## config.mk

```make
export PLATFORM = sky130hd
export DESIGN_NAME = flash_range_protection
export DESIGN_NICKNAME = d
export VERILOG_FILES = /design/src/flash_protection_config_pkg.sv /design/src/prot_cfg_if.sv /design/src/range_match.sv /design/src/prot_check.sv /design/src/flash_range_protection.sv
export VERILOG_INCLUDE_DIRS = /design/src
export SDC_FILE = /design/constraint.sdc
export NUM_CORES = 1
export LEC_CHECK = 0
export ABC_AREA = 1
export BUFFER_PORTS_ARGS = -buffer_cell sky130_fd_sc_hd__buf_2
export CORE_MARGIN = 5
export CORE_UTILIZATION = 43
export CTS_BUF_LIST = sky130_fd_sc_hd__clkbuf_2 sky130_fd_sc_hd__clkbuf_4 sky130_fd_sc_hd__clkbuf_8
export DETAILED_ROUTE_END_ITERATION = 16
export PLACE_DENSITY = 0.85
export SETUP_SLACK_MARGIN = 0.4
export SLEW_MARGIN = 25
export SYNTH_ARGS = -nofsm -noshare
export SYNTH_HDL_FRONTEND = slang
export SYNTH_SLANG_ARGS = --single-unit
export TNS_END_PERCENT = 1
```

## constraint.sdc

```tcl
create_clock -name core_clk_i -period 1.8 [get_ports core_clk_i]
set_input_delay 0.36 -clock core_clk_i [delete_from_list [all_inputs] [get_ports core_clk_i]]
set_output_delay 0.36 -clock core_clk_i [all_outputs]
set_load 0.005 [all_outputs]
```

## src/flash_protection_config_defines.svh

```systemverilog
/*
 * Offsets, field positions, reset values and address bounds of the
 * flash range protection block.
 * Assumes inclusion by bare name from the modules.
 */
`ifndef FLASH_PROTECTION_CONFIG_DEFINES_SVH
`define FLASH_PROTECTION_CONFIG_DEFINES_SVH

// ---------------------------------------------------------------
// Register byte offsets
// ---------------------------------------------------------------
`define OFS_PROT_CONFIG     12'h004
`define OFS_FLASH_STATUS    12'h005
`define OFS_IRQ_STATUS      12'h010
`define OFS_IRQ_MASK        12'h014

// ---------------------------------------------------------------
// Field positions of flash_protection_config
// ---------------------------------------------------------------
`define POS_POLARITY        7
`define POS_SPARE_NV        6
`define POS_HIGH_OFF        5
`define POS_HIGH_SIZE_HI    4
`define POS_HIGH_SIZE_LO    3
`define POS_LOW_OFF         2
`define POS_LOW_SIZE_HI     1
`define POS_LOW_SIZE_LO     0

// ---------------------------------------------------------------
// Field positions of flash_status and interrupt registers
// ---------------------------------------------------------------
`define POS_VIOLATION       5
`define POS_IRQ_VIOL        0
`define POS_IRQ_LOADED      1

// ---------------------------------------------------------------
// Reset values and load address
// ---------------------------------------------------------------
`define RST_PROT_CONFIG     8'hff
`define PROT_BYTE_ADDR      16'hff0d
`define RST_IRQ_MASK        2'h0

// ---------------------------------------------------------------
// Range bounds
// ---------------------------------------------------------------
`define HIGH_END            16'hffff
`define HIGH_START_0        16'hf800
`define HIGH_START_1        16'hf000
`define HIGH_START_2        16'he000
`define HIGH_START_3        16'hc000
`define LOW_START           16'h4000
`define LOW_END_0           16'h41ff
`define LOW_END_1           16'h43ff
`define LOW_END_2           16'h47ff
`define LOW_END_3           16'h4fff

`endif

```

## src/flash_protection_config_pkg.sv

```systemverilog
/*
 * Types of the flash range protection block.
 * Assumes the defines header sits in the same folder.
 */
package flash_protection_config_pkg;

  typedef enum logic [1:0] {
    LOAD_REQ  = 2'b00,
    LOAD_WAIT = 2'b01,
    RUNNING   = 2'b10
  } load_state_t;

  typedef enum logic [1:0] {
    CMD_PROGRAM    = 2'b00,
    CMD_ERASE      = 2'b01,
    CMD_MASS_ERASE = 2'b10,
    CMD_OTHER      = 2'b11
  } flash_cmd_t;

endpackage

```

## src/prot_cfg_if.sv

```systemverilog
/*
 * Carries the live protection setting from the register file to the
 * range checker.
 * Assumes both ends share core_clk_i.
 */
`timescale 1ns/100ps
interface prot_cfg_if;
  logic [7:0] cfg;

  modport source (output cfg);
  modport sink   (input  cfg);
endinterface // prot_cfg_if

```

## src/range_match.sv

```systemverilog
/*
 * One address range compare, size chosen by a two bit code.
 * Assumes bounds come in as four start and four end constants.
 */
`timescale 1ns/100ps
module range_match #(
  parameter logic [63:0] STARTS = 64'h0000_0000_0000_0000,
  parameter logic [63:0] ENDS   = 64'h0000_0000_0000_0000
) (
  input  wire logic [15:0] addr_i,
  input  wire logic [1:0]  size_i,
  output logic             hit_o
);
  logic [15:0] lo_b;
  logic [15:0] hi_b;

  always_comb begin
    lo_b  = STARTS[16*size_i +: 16];
    hi_b  = ENDS[16*size_i +: 16];
    hit_o = (addr_i >= lo_b) && (addr_i <= hi_b);
  end
endmodule // range_match

```

## src/prot_check.sv

```systemverilog
/*
 * Decides whether a command target address is protected.
 * Assumes the setting arrives over prot_cfg_if, same clock.
 */
`timescale 1ns/100ps
`include "flash_protection_config_defines.svh"
module prot_check (
  prot_cfg_if.sink         cfg_if,
  input  wire logic [15:0] addr_i,
  output logic             prot_o,
  output logic             all_open_o
);
  logic high_hit;
  logic low_hit;
  logic pol;
  logic h_off;
  logic l_off;
  logic in_area;

  range_match #(
    .STARTS({`HIGH_START_3, `HIGH_START_2, `HIGH_START_1, `HIGH_START_0}),
    .ENDS  ({`HIGH_END, `HIGH_END, `HIGH_END, `HIGH_END})
  ) u_high (
    .addr_i(addr_i),
    .size_i(cfg_if.cfg[`POS_HIGH_SIZE_HI:`POS_HIGH_SIZE_LO]),
    .hit_o (high_hit)
  );

  range_match #(
    .STARTS({`LOW_START, `LOW_START, `LOW_START, `LOW_START}),
    .ENDS  ({`LOW_END_3, `LOW_END_2, `LOW_END_1, `LOW_END_0})
  ) u_low (
    .addr_i(addr_i),
    .size_i(cfg_if.cfg[`POS_LOW_SIZE_HI:`POS_LOW_SIZE_LO]),
    .hit_o (low_hit)
  );

  always_comb begin
    pol     = cfg_if.cfg[`POS_POLARITY];
    h_off   = cfg_if.cfg[`POS_HIGH_OFF];
    l_off   = cfg_if.cfg[`POS_LOW_OFF];
    in_area = (high_hit && !h_off) || (low_hit && !l_off);
    // Inside an enabled range: protected or open by polarity
    prot_o  = pol ? in_area : !in_area;
    all_open_o = pol && h_off && l_off;
  end
endmodule // prot_check

```

## src/flash_range_protection.sv

```systemverilog
/*
 * Flash range protection: register file on AXI4-Lite, reset-time load
 * of the protection byte, target check and violation flag.
 * Assumes a flash read port for the load and a command controller that
 * offers one command at a time and waits for launch or refusal.
 */
`timescale 1ns/100ps
`include "flash_protection_config_defines.svh"

module flash_range_protection
  import flash_protection_config_pkg::*;
(
  input  wire logic        core_clk_i,
  input  wire logic        arst_n_i,
  // AXI4-Lite slave
  input  wire logic [11:0] s_axi_awaddr,
  input  wire logic        s_axi_awvalid,
  output logic             s_axi_awready,
  input  wire logic [31:0] s_axi_wdata,
  input  wire logic [3:0]  s_axi_wstrb,
  input  wire logic        s_axi_wvalid,
  output logic             s_axi_wready,
  output logic [1:0]       s_axi_bresp,
  output logic             s_axi_bvalid,
  input  wire logic        s_axi_bready,
  input  wire logic [11:0] s_axi_araddr,
  input  wire logic        s_axi_arvalid,
  output logic             s_axi_arready,
  output logic [31:0]      s_axi_rdata,
  output logic [1:0]       s_axi_rresp,
  output logic             s_axi_rvalid,
  input  wire logic        s_axi_rready,
  // Reset-time load from the flash array
  output logic             nv_rd_req_o,
  output logic [15:0]      nv_rd_addr_o,
  input  wire logic        nv_rd_valid_i,
  input  wire logic [7:0]  nv_rd_data_i,
  // Command controller
  input  wire logic        cmd_valid_i,
  input  wire flash_cmd_t  cmd_i,
  input  wire logic [15:0] cmd_addr_i,
  output logic             cmd_launch_o,
  output logic             cmd_refuse_o,
  output logic             load_done_o,
  output logic             violation_o,
  output logic             irq_o
);

  // ---------------------------------------------------------------
  // State
  // ---------------------------------------------------------------
  load_state_t ld_r,     ld_nxt;
  logic [7:0]  cfg_r,    cfg_nxt;
  logic        viol_r,   viol_nxt;
  logic [1:0]  ists_r,   ists_nxt;
  logic [1:0]  imask_r,  imask_nxt;
  logic [11:0] awaddr_r, awaddr_nxt;
  logic        aw_have_r, aw_have_nxt;
  logic [31:0] wdata_r,  wdata_nxt;
  logic [3:0]  wstrb_r,  wstrb_nxt;
  logic        w_have_r, w_have_nxt;
  logic        bvalid_r, bvalid_nxt;
  logic [1:0]  bresp_r,  bresp_nxt;
  logic        rvalid_r, rvalid_nxt;
  logic [31:0] rdata_r,  rdata_nxt;
  logic [1:0]  rresp_r,  rresp_nxt;

  logic        prot_hit;
  logic        all_open;
  logic        do_write;
  logic [7:0]  cand;
  logic        viol_set;
  logic        allowed;

  // Status byte lives in lane one of the config word
  localparam int STAT_LANE = `OFS_FLASH_STATUS % 4;
  localparam int STAT_BIT  = 8 * STAT_LANE + `POS_VIOLATION;

  prot_cfg_if cfg_bus ();
  assign cfg_bus.cfg = cfg_r;

  prot_check u_check (
    .cfg_if    (cfg_bus),
    .addr_i    (cmd_addr_i),
    .prot_o    (prot_hit),
    .all_open_o(all_open)
  );

  // ---------------------------------------------------------------
  // Scenario transition table
  // ---------------------------------------------------------------
  // Scenario code is polarity, high off, low off read as a number
  function automatic logic [2:0] scen(input logic [7:0] v);
    scen = {v[`POS_POLARITY], v[`POS_HIGH_OFF], v[`POS_LOW_OFF]};
  endfunction

  // Columns in bit order: bit n set if move to scenario n is allowed
  function automatic logic allowed_move(input logic [2:0] f,
                                        input logic [2:0] t);
    logic [7:0] row;
    row = 8'h00;
    unique case (f)
      3'd0: row = 8'h0f;
      3'd1: row = 8'h0a;
      3'd2: row = 8'h0c;
      3'd3: row = 8'h08;
      3'd4: row = 8'h18;
      3'd5: row = 8'h3c;
      3'd6: row = 8'h5a;
      3'd7: row = 8'hff;
    endcase
    allowed_move = row[t];
  endfunction

  // ---------------------------------------------------------------
  // Next state
  // ---------------------------------------------------------------
  always_comb begin
    ld_nxt      = ld_r;
    cfg_nxt     = cfg_r;
    viol_nxt    = viol_r;
    ists_nxt    = ists_r;
    imask_nxt   = imask_r;
    awaddr_nxt  = awaddr_r;
    aw_have_nxt = aw_have_r;
    wdata_nxt   = wdata_r;
    wstrb_nxt   = wstrb_r;
    w_have_nxt  = w_have_r;
    bvalid_nxt  = bvalid_r;
    bresp_nxt   = bresp_r;
    rvalid_nxt  = rvalid_r;
    rdata_nxt   = rdata_r;
    rresp_nxt   = rresp_r;
    cand        = cfg_r;
    viol_set    = 1'b0;
    allowed     = 1'b0;

    unique case (ld_r)
      LOAD_REQ:  ld_nxt = LOAD_WAIT;
      LOAD_WAIT: if (nv_rd_valid_i) begin
        cfg_nxt = nv_rd_data_i;
        ld_nxt  = RUNNING;
      end
      RUNNING:   ld_nxt = RUNNING;
      default:   ld_nxt = LOAD_REQ;
    endcase

    // Check precedes launch, so a refused command never touches flash
    if (cmd_valid_i && ld_r == RUNNING && !viol_r) begin
      if (cmd_i == CMD_MASS_ERASE) begin
        viol_set = !all_open;
      end else if (cmd_i != CMD_OTHER) begin
        viol_set = prot_hit;
      end
    end

    // AXI write channels taken in either order
    if (s_axi_awvalid && s_axi_awready) begin
      awaddr_nxt  = s_axi_awaddr;
      aw_have_nxt = 1'b1;
    end
    if (s_axi_wvalid && s_axi_wready) begin
      wdata_nxt  = s_axi_wdata;
      wstrb_nxt  = s_axi_wstrb;
      w_have_nxt = 1'b1;
    end
    do_write = aw_have_r && w_have_r && !bvalid_r;
    if (do_write) begin
      aw_have_nxt = 1'b0;
      w_have_nxt  = 1'b0;
      bvalid_nxt  = 1'b1;
      bresp_nxt   = 2'b00;
      unique case (awaddr_r[11:2])
        10'(`OFS_PROT_CONFIG >> 2): begin
          // Lane 0 holds the register, lane 1 the status byte
          if (wstrb_r[STAT_LANE] && wdata_r[STAT_BIT]) begin
            viol_nxt = 1'b0;
          end
          if (wstrb_r[0]) begin
            cand = wdata_r[7:0];
            if (cfg_r[`POS_POLARITY] == 1'b0) begin
              cand[`POS_POLARITY] = 1'b0;
            end
            if (!cfg_r[`POS_LOW_OFF]) begin
              cand[`POS_LOW_SIZE_HI:`POS_LOW_SIZE_LO] =
                cfg_r[`POS_LOW_SIZE_HI:`POS_LOW_SIZE_LO];
            end
            if (!cfg_r[`POS_HIGH_OFF]) begin
              cand[`POS_HIGH_SIZE_HI:`POS_HIGH_SIZE_LO] =
                cfg_r[`POS_HIGH_SIZE_HI:`POS_HIGH_SIZE_LO];
            end
            allowed = allowed_move(scen(cfg_r), scen(cand));
            if (allowed && ld_r == RUNNING) begin
              cfg_nxt = cand;
            end
          end
        end
        10'(`OFS_IRQ_STATUS >> 2): begin
          if (wstrb_r[0]) begin
            ists_nxt = ists_r & ~wdata_r[1:0];
          end
        end
        10'(`OFS_IRQ_MASK >> 2): begin
          if (wstrb_r[0]) begin
            imask_nxt = wdata_r[1:0];
          end
        end
        default: bresp_nxt = 2'b10;
      endcase
    end
    if (bvalid_r && s_axi_bready) begin
      bvalid_nxt = 1'b0;
    end

    // Hardware set wins over a same-cycle clear
    if (ld_r == LOAD_WAIT && nv_rd_valid_i) begin
      ists_nxt[`POS_IRQ_LOADED] = 1'b1;
    end
    if (viol_set) begin
      viol_nxt = 1'b1;
      ists_nxt[`POS_IRQ_VIOL] = 1'b1;
    end

    // Read channel
    if (s_axi_arvalid && s_axi_arready) begin
      rvalid_nxt = 1'b1;
      rresp_nxt  = 2'b00;
      rdata_nxt  = 32'h0000_0000;
      unique case (s_axi_araddr[11:2])
        10'(`OFS_PROT_CONFIG >> 2): begin
          rdata_nxt[7:0]      = cfg_r;
          rdata_nxt[STAT_BIT] = viol_r;
        end
        10'(`OFS_IRQ_STATUS >> 2):   rdata_nxt[1:0] = ists_r;
        10'(`OFS_IRQ_MASK >> 2):     rdata_nxt[1:0] = imask_r;
        default:                     rresp_nxt = 2'b10;
      endcase
    end else if (rvalid_r && s_axi_rready) begin
      rvalid_nxt = 1'b0;
    end
  end

  // ---------------------------------------------------------------
  // Registers
  // ---------------------------------------------------------------
  always_ff @(posedge core_clk_i or negedge arst_n_i) begin
    if (!arst_n_i) begin
      ld_r      <= LOAD_REQ;
      cfg_r     <= `RST_PROT_CONFIG;
      viol_r    <= 1'b0;
      ists_r    <= 2'h0;
      imask_r   <= `RST_IRQ_MASK;
      awaddr_r  <= 12'h000;
      aw_have_r <= 1'b0;
      wdata_r   <= 32'h0000_0000;
      wstrb_r   <= 4'h0;
      w_have_r  <= 1'b0;
      bvalid_r  <= 1'b0;
      bresp_r   <= 2'b00;
      rvalid_r  <= 1'b0;
      rdata_r   <= 32'h0000_0000;
      rresp_r   <= 2'b00;
    end else begin
      ld_r      <= ld_nxt;
      cfg_r     <= cfg_nxt;
      viol_r    <= viol_nxt;
      ists_r    <= ists_nxt;
      imask_r   <= imask_nxt;
      awaddr_r  <= awaddr_nxt;
      aw_have_r <= aw_have_nxt;
      wdata_r   <= wdata_nxt;
      wstrb_r   <= wstrb_nxt;
      w_have_r  <= w_have_nxt;
      bvalid_r  <= bvalid_nxt;
      bresp_r   <= bresp_nxt;
      rvalid_r  <= rvalid_nxt;
      rdata_r   <= rdata_nxt;
      rresp_r   <= rresp_nxt;
    end
  end

  // ---------------------------------------------------------------
  // Outputs
  // ---------------------------------------------------------------
  always_comb begin
    s_axi_awready = !aw_have_r;
    s_axi_wready  = !w_have_r;
    s_axi_bvalid  = bvalid_r;
    s_axi_bresp   = bresp_r;
    s_axi_arready = !rvalid_r;
    s_axi_rvalid  = rvalid_r;
    s_axi_rdata   = rdata_r;
    s_axi_rresp   = rresp_r;
    nv_rd_req_o   = (ld_r == LOAD_REQ) || (ld_r == LOAD_WAIT);
    nv_rd_addr_o  = `PROT_BYTE_ADDR;
    load_done_o   = (ld_r == RUNNING);
    // Refuse while flag set or while this command trips it
    cmd_refuse_o  = cmd_valid_i && (viol_r || viol_set);
    cmd_launch_o  = cmd_valid_i && (ld_r == RUNNING)
                    && !viol_r && !viol_set;
    violation_o   = viol_r;
    irq_o         = |(ists_r & imask_r);
  end

endmodule // flash_range_protection

```

### Word level (Yosys, flattened, before mapping)

Memory sizes are Yosys's and may differ from the RTL's.
Cells that the tools add are included.

* bits in registers: 60
* bits in latches: 0
* RAM bits: 0
* ROM bits: 56
* output and inout bits: 63
* memories: 1

Memory list
* (no name shown): words 8, width 7, read ports 1, clocked after memory_dff 0, wr ports 0, line flash_range_protection.sv:102 `unique case (f)`

* add/sub/neg operators: 0
* multipliers: 0
* divide/modulo/power cells: 0
* $lt $le $gt $ge: 5
* equality and inequality tests: 13
* shift operators: 4
* mux-type cells: 45
* bitwise operators: 3
* reduce and logical (&&, ||, !) cells: 53

Operators by type and width (count)
* $shiftx 64x7->16 const A: 4
* $mux 8: 9
* $eq 10x3->1 const B: 4
* $ge 16x16->1: 2
* $le 16x16->1: 2
* $mux 1: 24
* $reduce_bool 2->1: 12
* $eq 10x1->1 const B: 2
* $logic_and 1x1->1: 20
* $mux 2: 8
* $pmux 2 s3: 2
* $reduce_and 3->1: 4
* $logic_not 1->1: 10
* $ne 5x5->1 const B: 2
* $mux 6: 1
* $reduce_or 3->1: 2
* $and 2x2->2: 2
* $eq 2x2->1 const B: 2
* $lt 3x4->1 const B: 1
* $ne 2x2->1 const B: 2
* $bmux 1 s3: 1
* $logic_or 1x1->1: 3
* $eq 2x1->1 const B: 1
* $logic_not 2->1: 1
* other kinds (2): 2

### Depth between registers and ports, before layout

Gate-level depths: netlist (run 1).

* depth in word-level cells: 12
* depth in mapped cells: 14

### Modules after synthesis

A second synthesis (run 1) with hierarchy kept.

* cell total of the unflattened synthesis: 391
* area total of the unflattened synthesis: 3213.1 µm²

Modules (own cells, without submodules)
* flash_range_protection: times used 1, cells each 319, area each 2856.5 µm², sequential area each 1286.2 µm²
* range_match at u_check.u_low: times used 1, cells each 37, area each 175.2 µm², sequential area each 0.0 µm²
* range_match at u_check.u_high: times used 1, cells each 25, area each 131.4 µm², sequential area each 0.0 µm²
* prot_check: times used 1, cells each 10, area each 50.0 µm², sequential area each 0.0 µm²

### Worst setup path after synthesis (run 1)

No wires, ideal clock.

* path type: reg-to-output
* start point: register cfg_r[1], in the netlist cfg_bus.cfg[1]
* end point: output cmd_refuse_o
* arrival: 1.582 ns
* required time: 1.440 ns
* setup slack: -0.142 ns
* stages on the path, launching flop included: 13
* buffers on the path: 0
* path through: dfstp_2 nand2_1 ha_1 nand2_1 nor2_1 nand3_1 nand2_1 nand2_1 nand2_1 nand3_1 nand3_1 nand3_1 nand2_1

* cells in the longest elaborated chain, start to end: 12
* elaborated cells on any way between the ends: 14

Ends and longest elaborated chain
* start, declared: line flash_range_protection.sv:53 `logic [7:0] cfg_r, cfg_nxt;`
* start signal, assigned: line flash_range_protection.sv:249 `` cfg_r <= `RST_PROT_CONFIG; ``
* start signal, assigned: line flash_range_protection.sv:265 `cfg_r <= cfg_nxt;`
* $shiftx 64x7->16 (on tied branches): line range_match.sv:18, range_match.sv:19
* $ge 16x16->1 or $le 16x16->1 (tied branches): line range_match.sv:20 `hit_o = (addr_i >= lo_b) && (addr_i <= hi_b);`
* $logic_and 1x1->1 (*): line range_match.sv:20
* $logic_and 1x1->1 (*): line prot_check.sv:42 `in_area = (high_hit && !h_off) || (low_hit && !l_off);`
* $logic_or 1x1->1 (*): line prot_check.sv:42
* $logic_not 1->1: line prot_check.sv:44 `prot_o = pol ? in_area : !in_area;`
* $mux 1 (*): line prot_check.sv:44
* $mux 1 (*): line flash_range_protection.sv:152 `end else if (cmd_i != CMD_OTHER) begin`
* $mux 1 (*): line flash_range_protection.sv:150 `if (cmd_i == CMD_MASS_ERASE) begin`
* $mux 1 (*): line flash_range_protection.sv:149 `if (cmd_valid_i && ld_r == RUNNING && !viol_r) begin`
* $logic_or 1x1->1 (*): line flash_range_protection.sv:298 `cmd_refuse_o = cmd_valid_i && (viol_r || viol_set);`
* $logic_and 1x1->1 (*): line flash_range_protection.sv:298
* end, declared: line flash_range_protection.sv:43 `output logic cmd_refuse_o,`

Mark *: on every way between the ends. The rest lies on a longest branch, timed or not.

### Worst setup path after layout (run 1)

Ends and elaborated chain as after synthesis.

==> impl_metrics.xml, run 1 <==
<?xml version="1.0" encoding="UTF-8"?>
<metrics>
  <group name="route">
    <metric name="final_antenna_net_count" unit="">0</metric>
    <metric name="firstDrtPassIters" unit="">5</metric>
    <metric name="detailroute.via_count" unit="">2585</metric>
    <metric name="post_drt_wl_per_cell" unit="µm">12.7</metric>
    <metric name="drc" unit="">0</metric>
    <metric name="vias_per_cell" unit="">4.54</metric>
    <metric name="drt-total-wl" unit="µm">7210</metric>
    <metric name="drtIter0Drc" unit="">89</metric>
  </group>
  <group name="sta">
    <metric name="final-max-slew-violation-count" unit="">0</metric>
    <metric name="unrepaired_setup_endpoints_after_global_routing" unit="">true</metric>
    <metric name="hold_slack" unit="ns">-0.00920</metric>
    <metric name="hold_viol" unit="">18</metric>
    <metric name="finalSetupViolations" unit="">4</metric>
    <metric name="fin_tns_setup" unit="ns">-1.67</metric>
    <metric name="final_period_utilization" unit="%">140</metric>
    <metric name="finalWorstSetupSlack" unit="ns">-0.715</metric>
    <metric name="worst_pin_slew" unit="ns">0.575</metric>
    <metric name="max_clock_freq" unit="MHz">398</metric>
    <metric name="layout_min_cycle_time" unit="ns">2.51</metric>
    <metric name="post_route_skew" unit="ns">0.00426</metric>
    <metric name="slew_headroom" unit="%">61.6</metric>
  </group>
  <group name="logic_synthesis">
    <metric name="yosysWarningCount" unit="">0</metric>
    <metric name="async_reset_ff_share" unit="%">100</metric>
    <metric name="yosysTopAreaCell" unit="">dfrtp_1</metric>
    <metric name="synth.most_common_cell" unit="">nand2_1</metric>
    <metric name="synthesis.area_per_instance" unit="µm²">8.36</metric>
    <metric name="netlist_instances" unit="">366</metric>
    <metric name="yosys_register_bits" unit="">51</metric>
    <metric name="synth.lib_cells_used.distinct" unit="">31</metric>
    <metric name="mappedNetlistArea" unit="µm²">3060</metric>
    <metric name="synth_common_cells" unit="">nand2_1 (89), dfrtp_1 (43), buf_4 (41)</metric>
    <metric name="synth-edff-count" unit="">0</metric>
    <metric name="synth_top_cell_area_share" unit="%">35.2</metric>
    <metric name="synthFlopType" unit="">dfrtp_1</metric>
    <metric name="ys_seq_area_share" unit="%">42.0</metric>
    <metric name="ys_top_cells_by_area" unit="">dfrtp_1 (35%), nand2_1 (11%), buf_4 (10%)</metric>
  </group>
  <group name="global_route">
    <metric name="grtUsageMet3" unit="%">3.82</metric>
    <metric name="global_route_wire_length_before_repair" unit="µm">11200</metric>
    <metric name="grt-busiest-layer" unit="">met2</metric>
    <metric name="grt_overflow_total" unit="">0</metric>
    <metric name="grt_start_max_net_pins" unit="">22</metric>
    <metric name="first_global_vias" unit="">2557</metric>
    <metric name="grt.met2_usage" unit="%">29.1</metric>
    <metric name="grt_util_met1" unit="%">18.2</metric>
    <metric name="grt_usage" unit="%">15.9</metric>
    <metric name="number_of_antenna_violations_at_the_first_check_in_global_routing" unit="">1</metric>
  </group>
  <group name="critical_path">
    <metric name="timing_worst_setup_path_type" unit="">flop to output pin</metric>
    <metric name="critical-path-top-cell-by-count" unit="">nand2_1</metric>
    <metric name="cpPeakStageDelay" unit="ns">0.58</metric>
    <metric name="cp-start-kind" unit="">flop</metric>
    <metric name="cp_max_fo" unit="">4</metric>
    <metric name="endpoint_kind" unit="">output pin</metric>
    <metric name="series_of_cell_instances_along_the_critical_path" unit="">nand2_2 -&gt; ha_4 -&gt; nand2_2 -&gt; nor2_2 -&gt; nand3_1 -&gt; nand2_1 -&gt; nand2_1 -&gt; nand2_2 -&gt; nand2_1 -&gt; nand2_1 -&gt; nand3_2 -&gt; nand3_2 -&gt; nand2_1 -&gt; buf_2</metric>
    <metric name="cpMaxStageDelayCell" unit="">dfstp_2</metric>
    <metric name="cp.arrival" unit="ns">2.15</metric>
    <metric name="cp_data_required_time" unit="ns">1.44</metric>
  </group>
  <group name="pwr">
    <metric name="power.density_cell_area" unit="nW/µm²">1330</metric>
    <metric name="power.static_leakage" unit="nW">2.04</metric>
    <metric name="power.ir.vdd_worst" unit="V">0.000630</metric>
  </group>
  <group name="die">
    <metric name="io_pins" unit="">158</metric>
    <metric name="floorplan.die_area" unit="µm²">8900</metric>
    <metric name="initial_core_util" unit="%">44.6</metric>
    <metric name="floorplan.core_area" unit="µm²">6870</metric>
    <metric name="chipWidth" unit="µm">94.4</metric>
    <metric name="vertical_die_dimension" unit="µm">94.4</metric>
    <metric name="rows" unit="">30</metric>
  </group>
  <group name="final_layout">
    <metric name="nNetsFinal" unit="">578</metric>
    <metric name="area_overhead_vs_synth" unit="%">25.8</metric>
    <metric name="final_cell_area" unit="µm²">3850</metric>
    <metric name="fraction_of_layout_instances_using_a_drive_strength_above_1" unit="%">38.1</metric>
    <metric name="antenna_cells_inserted" unit="">0</metric>
    <metric name="utilization" unit="%">56.0</metric>
    <metric name="filler_cell_count" unit="">648</metric>
  </group>
  <group name="clocking">
    <metric name="tritoncts" unit="">done</metric>
    <metric name="cts.clk_slew.worst_paths" unit="ns">0.09</metric>
    <metric name="cts_made_buffers" unit="">5</metric>
    <metric name="worstSkewPairLatency" unit="ns">0.30</metric>
    <metric name="post_cts_hold_buffer_count" unit="">0</metric>
    <metric name="cell_at_the_root_of_the_clock_tree" unit="">clkbuf_8</metric>
    <metric name="clock_sink_count" unit="">51</metric>
    <metric name="htree_num_levels" unit="">2</metric>
    <metric name="cts-root-to-sink-buffers" unit="">2</metric>
  </group>
  <group name="status">
    <metric name="violations" unit="">hold timing, setup timing</metric>
    <metric name="status" unit="">finished with violations</metric>
  </group>
  <group name="placement">
    <metric name="hpwl_reported_at_the_end_of_detailed_placement" unit="µm">5770</metric>
    <metric name="gp_routability_congestion" unit="">0.783</metric>
    <metric name="port_buffers" unit="">87</metric>
    <metric name="placement.setup.worst_slack" unit="ns">-0.318</metric>
    <metric name="place_area" unit="µm²">3600</metric>
  </group>
  <group name="worst_hold_path">
    <metric name="hold_path_class" unit="">input port to asynchronous set/reset pin</metric>
  </group>
  <group name="job">
    <metric name="max_cap_viol_count" unit="">0</metric>
  </group>
</metrics>
==> metrics by stage <==
stage                     hold WS [ns]  std cells  total power [mW]
after floorplan                 0.0644        405              3.34
after global placement           0.331        561              3.91
after detailed placement         0.341        561              4.04
after CTS                      0.00227        569              5.05
after global routing            0.0163        569              5.53
final                         -0.00920        569              5.11
==> metal layers <==
layer	wire, µm	up-vias	share of wire [%]
met3	480	13	6.7
met4	136	2	1.9
li1	-	1308	-
met5	13	-	0.18
met2	3770	77	52
met1	2810	1185	39
==> flip-flops by register name (all words and copies together) (netlist names) <==
signal and cells:
awaddr_r 10, wstrb_r 2, s_axi_bresp 1, ists_r 2
ld_r 2, s_axi_rdata 9, wdata_r 9, aw_have_r 1
s_axi_bvalid 1, s_axi_rvalid 1, w_have_r 1, violation_o 1
s_axi_rresp 1, cfg_bus.cfg 8, imask_r 2
==> final timing paths <==
check | from | to | slack [ns] | depth (start not counted)
hold / removal | arst_n_i | awaddr_r[5] | -0.009 | 1
min in group core_clk_i | s_axi_bready | s_axi_bvalid | 0.22 | 2
hold reg to reg | s_axi_rdata[2] | s_axi_rdata[2] | 0.49 | 2
setup reg to reg | cfg_bus.cfg[1] | ists_r[0] | -0.14 | 14
setup / recovery | cfg_bus.cfg[1] | cmd_refuse_o | -0.71 | 14
max in group asynchronous | arst_n_i | cfg_bus.cfg[4] | 1.15 | 2
==> repair_timing <==
item                                    in CTS  in global routing
setup buffers                                0                  0
pin swaps                                   11                 11
endpoints found under the setup margin      18                 26
gates resized for setup                     22                  8
==> critical path: cells and delay by family, from the launching register on <==
family	cells	cell delay (ns)
DFF	1	0.58
adders and majority gates	1	0.28
and+or+nand+nor	12	0.86
buffers and inverters	1	0.12
==> cells by family after synthesis <==
kind of cell,count (synthesis),share of synthesized area (%)
adders and majority gates,11,4.50
muxes,22,8.09
buffers and inverters,87,16.0
and+or+nand+nor,151,21.6
DFF,51,42.0
AOI/OAI and AO/OA,42,7.56
other,2,0.245
==> power by group <==
part / switching [mW] / internal, mW
combinational: 1.21 / 1.12
clock: 0.368 / 0.450
sequential: 0.332 / 1.64
==> layout by cell type (no fill, tap or decap), types with 4 or more instances in the layout <==
cell | Yosys | layout
conb_1 | 2 | 41
buf_6 | 1 | 5
o31ai_1 | 6 | 6
nor3_1 | 5 | 5
nand3_2 | 2 | 4
buf_4 | 41 | 16
mux2_2 | 22 | 22
nor2_1 | 24 | 20
ha_1 | 11 | 5
clkbuf_8 | 0 | 6
inv_2 | 2 | 5
nor2_2 | 1 | 4
nand2_2 | 2 | 11
inv_1 | 38 | 35
dfstp_2 | 8 | 8
o21ai_0 | 17 | 16
a21oi_1 | 11 | 10
o21ai_1 | 6 | 7
nand3_1 | 21 | 19
dfrtp_1 | 43 | 43
buf_2 | 1 | 85
nand2_1 | 89 | 80
ha_4 | 0 | 6
==> final cells by class <==
| type | instances | area (µm²) | share of cell area (%) |
|---|---|---|---|
| Sequential cell | 51 | 1290 | 33.4 |
| Inverter | 41 | 154 | 4.00 |
| Timing Repair Buffer | 106 | 602 | 15.6 |
| Tap cell | 96 | 120 | 3.12 |
| Clock buffer | 6 | 82.6 | 2.15 |
| Clock inverter | 2 | 35.0 | 0.910 |
| Multi-Input combinational cell | 267 | 1570 | 40.8 |
No activity file was read; power rests on OpenSTA's default activity.
==> run 2: changes to the inputs <==
--- a/config.mk
+++ b/config.mk
@@ -13,6 +13,7 @@
 export CTS_BUF_LIST = sky130_fd_sc_hd__clkbuf_2 sky130_fd_sc_hd__clkbuf_4 sky130_fd_sc_hd__clkbuf_8
 export DETAILED_ROUTE_END_ITERATION = 16
 export PLACE_DENSITY = 0.85
+export REMOVE_ABC_BUFFERS = 1
 export SETUP_SLACK_MARGIN = 0.4
 export SLEW_MARGIN = 25
 export SYNTH_ARGS = -nofsm -noshare
==> run 2 against run 1 <==
Net effect:
- first-iteration DRC count grew 62%
- sequential cell count is the same
- clock skew grew 0.010 ns
- sequential power is essentially flat
- sequential share of layout area shrank 0.12 points
- setup slack gained 0.040 ns
- the run ends with setup timing left
- combinational power shrank 3%
- highest routed layer is now met4
- core utilization grew 0.20 points
- count of clock-buffer cells in the layout shrank 1
- routed wire length grew 1.2%
- fmax grew 1.6%
==> impl_metrics.xml, run 2 (synthesis results as in run 1) <==
<?xml version="1.0" encoding="UTF-8"?>
<metrics>
  <group name="status">
    <metric name="status" unit="">finished with violations</metric>
    <metric name="violations" unit="">setup timing</metric>
  </group>
  <group name="sta">
    <metric name="final_period_utilization" unit="%">137</metric>
    <metric name="finalWorstSetupSlack" unit="ns">-0.674</metric>
    <metric name="max_clock_freq" unit="MHz">404</metric>
    <metric name="hold_slack" unit="ns">0.0129</metric>
    <metric name="unrepaired_setup_endpoints_after_global_routing" unit="">true</metric>
    <metric name="hold_viol" unit="">0</metric>
    <metric name="post_route_skew" unit="ns">0.0147</metric>
    <metric name="layout_min_cycle_time" unit="ns">2.47</metric>
    <metric name="finalSetupViolations" unit="">4</metric>
    <metric name="final-max-slew-violation-count" unit="">0</metric>
  </group>
  <group name="clocking">
    <metric name="cts.clk_slew.worst_paths" unit="ns">0.11</metric>
    <metric name="tritoncts" unit="">done</metric>
    <metric name="post_cts_hold_buffer_count" unit="">0</metric>
    <metric name="cell_at_the_root_of_the_clock_tree" unit="">clkbuf_8</metric>
    <metric name="worstSkewPairLatency" unit="ns">0.31</metric>
    <metric name="cts_made_buffers" unit="">5</metric>
    <metric name="htree_num_levels" unit="">2</metric>
    <metric name="cts-root-to-sink-buffers" unit="">2</metric>
    <metric name="clock_sink_count" unit="">51</metric>
  </group>
  <group name="final_layout">
    <metric name="mostFrequentLayoutCell" unit="">buf_2</metric>
    <metric name="fraction_of_layout_instances_using_a_drive_strength_above_1" unit="%">38.3</metric>
    <metric name="largest_register_ffs" unit="">10</metric>
    <metric name="utilization" unit="%">56.2</metric>
    <metric name="layout_common_cells" unit="">buf_2 (85), nand2_1 (80), dfrtp_1 (43), conb_1 (41), inv_1 (34)</metric>
    <metric name="area.sequential" unit="µm²">1290</metric>
    <metric name="filler_cell_count" unit="">657</metric>
    <metric name="multi_input_logic_area" unit="µm²">1580</metric>
    <metric name="antenna_cells_inserted" unit="">0</metric>
    <metric name="area_overhead_vs_synth" unit="%">26.2</metric>
    <metric name="largest_register" unit="">awaddr_r</metric>
    <metric name="nNetsFinal" unit="">577</metric>
  </group>
  <group name="global_route">
    <metric name="grt_start_max_net_pins" unit="">52</metric>
    <metric name="grt_usage" unit="%">16.0</metric>
    <metric name="number_of_antenna_violations_at_the_first_check_in_global_routing" unit="">0</metric>
    <metric name="grt_overflow_total" unit="">0</metric>
    <metric name="first_global_vias" unit="">2536</metric>
    <metric name="global_route_wire_length_before_repair" unit="µm">11400</metric>
  </group>
  <group name="critical_path">
    <metric name="cp_max_fo" unit="">4</metric>
    <metric name="reg2reg_slack" unit="ns">-0.19</metric>
    <metric name="cp_data_required_time" unit="ns">1.44</metric>
    <metric name="rr_endpoint" unit="">ists_r[0]</metric>
    <metric name="endpoint_kind" unit="">output pin</metric>
    <metric name="cp.arrival" unit="ns">2.11</metric>
    <metric name="cp-start-kind" unit="">flop</metric>
    <metric name="timing.reg2reg.worst_path_depth" unit="">14</metric>
    <metric name="crit-reg2reg-launch" unit="">cfg_bus.cfg[1]</metric>
    <metric name="timing_worst_setup_path_type" unit="">flop to output pin</metric>
  </group>
  <group name="pwr">
    <metric name="power_frac_seq" unit="%">38.9</metric>
    <metric name="combPwrFrac" unit="%">44.7</metric>
    <metric name="design_power_total" unit="mW">5.05</metric>
    <metric name="switchingPower" unit="mW">1.92</metric>
    <metric name="power.ir.vdd_worst" unit="V">0.000757</metric>
    <metric name="power.density_cell_area" unit="nW/µm²">1310</metric>
    <metric name="power.static_leakage" unit="nW">2.03</metric>
    <metric name="pwr-share-clk" unit="%">16.4</metric>
    <metric name="cell_internal_pwr" unit="mW">3.13</metric>
    <metric name="power_switching_share" unit="%">38.0</metric>
  </group>
  <group name="route">
    <metric name="detailroute.via_count" unit="">2610</metric>
    <metric name="drtIter0Drc" unit="">144</metric>
    <metric name="vias_per_cell" unit="">4.60</metric>
    <metric name="drc" unit="">0</metric>
    <metric name="final_antenna_net_count" unit="">0</metric>
    <metric name="drt-total-wl" unit="µm">7290</metric>
    <metric name="firstDrtPassIters" unit="">5</metric>
    <metric name="post_drt_wl_per_cell" unit="µm">12.8</metric>
  </group>
  <group name="placement">
    <metric name="port_buffers" unit="">87</metric>
    <metric name="gp_routability_congestion" unit="">0.785</metric>
    <metric name="hpwl_reported_at_the_end_of_detailed_placement" unit="µm">5770</metric>
  </group>
  <group name="die">
    <metric name="io_pins" unit="">158</metric>
    <metric name="initial_core_util" unit="%">44.6</metric>
    <metric name="floorplan.core_area" unit="µm²">6870</metric>
    <metric name="rows" unit="">30</metric>
    <metric name="vertical_die_dimension" unit="µm">94.4</metric>
    <metric name="floorplan.die_area" unit="µm²">8900</metric>
    <metric name="chipWidth" unit="µm">94.4</metric>
  </group>
  <group name="worst_hold_path">
    <metric name="hold_path_class" unit="">input port to asynchronous set/reset pin</metric>
  </group>
  <group name="job">
    <metric name="max_cap_viol_count" unit="">0</metric>
  </group>
</metrics>
[run 2: cell count changes in the layout (fill, tap and decap cells not counted), moves of 2 or more]
cell     previous run  this run
buf_4              16        14
nand3_1            19        17
o21ai_1             7         9
nand3_4             0         2
o21ai_0            16        14
nor2_2              4         2
[run 2: power by group through the flow]
stage	clock network, mW	logic (mW)	registers [mW]
final	0.827	2.26	1.96
after global routing	0.894	2.55	2.03
after CTS	0.848	2.21	1.95
after detailed placement	0	2.01	1.96
after global placement	0	1.90	1.92
after floorplan	0	1.32	1.90
[run 2: worst max-delay path by stage]
stage                     slack [ns]      endpoint  cells past startpoint           start
final                          -0.67  cmd_refuse_o                     13  cfg_bus.cfg[1]
after global routing           -0.85  cmd_refuse_o                     13  cfg_bus.cfg[1]
after CTS                      -0.70  cmd_launch_o                     13  cfg_bus.cfg[1]
after detailed placement       -0.43  cmd_refuse_o                     14  cfg_bus.cfg[1]
after global placement         -0.34  cmd_refuse_o                     14  cfg_bus.cfg[1]
after floorplan                -0.14  cmd_refuse_o                     12  cfg_bus.cfg[1]
[run 2: final cells by class]
type                       instances  share of cell area [%]
clock buffer                       5                    1.78
multi-input combinational        267                    40.9
tap                               96                    3.11
clock inverter                     3                    1.20
timing repair buffer             105                    15.7
sequential                        51                    33.3
inverter                          41                    3.98
[run 2: through the flow]
stage | cell area (µm²) | instances | setup TNS [ns] | setup slack [ns]
floorplan | 2870 | 359 | -0.263 | -0.142
global placement | 3570 | 559 | -0.869 | -0.344
detailed placement | 3570 | 559 | -1.23 | -0.430
CTS | 3800 | 567 | -1.56 | -0.699
global route | 3860 | 568 | -2.81 | -0.851
finish | 3860 | 568 | -1.71 | -0.674
[run 2: worst max-delay path, stage by stage (launching register included)]
cell	delay, ns
dfstp_2	0.59
nand2_2	0.08
ha_4	0.27
nand2_2	0.05
nor2_2	0.06
nand3_1	0.08
nand2_1	0.06
nand2_1	0.05
nand2_2	0.10
nand3_2	0.10
nand3_4	0.11
nand3_2	0.09
nand2_1	0.07
buf_2	0.10
[run 2: metal layers]
metal | part of all wire, % | track usage [%]
met3 | 8.5 | 3.90
met5 | 0 | 0
met1 | 44 | 20.9
met2 | 48 | 27.5
met4 | 0.29 | 2.65
[run 2: timing repair]
action,CTS,global route
buffers inserted,0,1
endpoints found under the setup margin,18,26
pin swaps,14,14
resized for setup,27,16
cloned,0,0
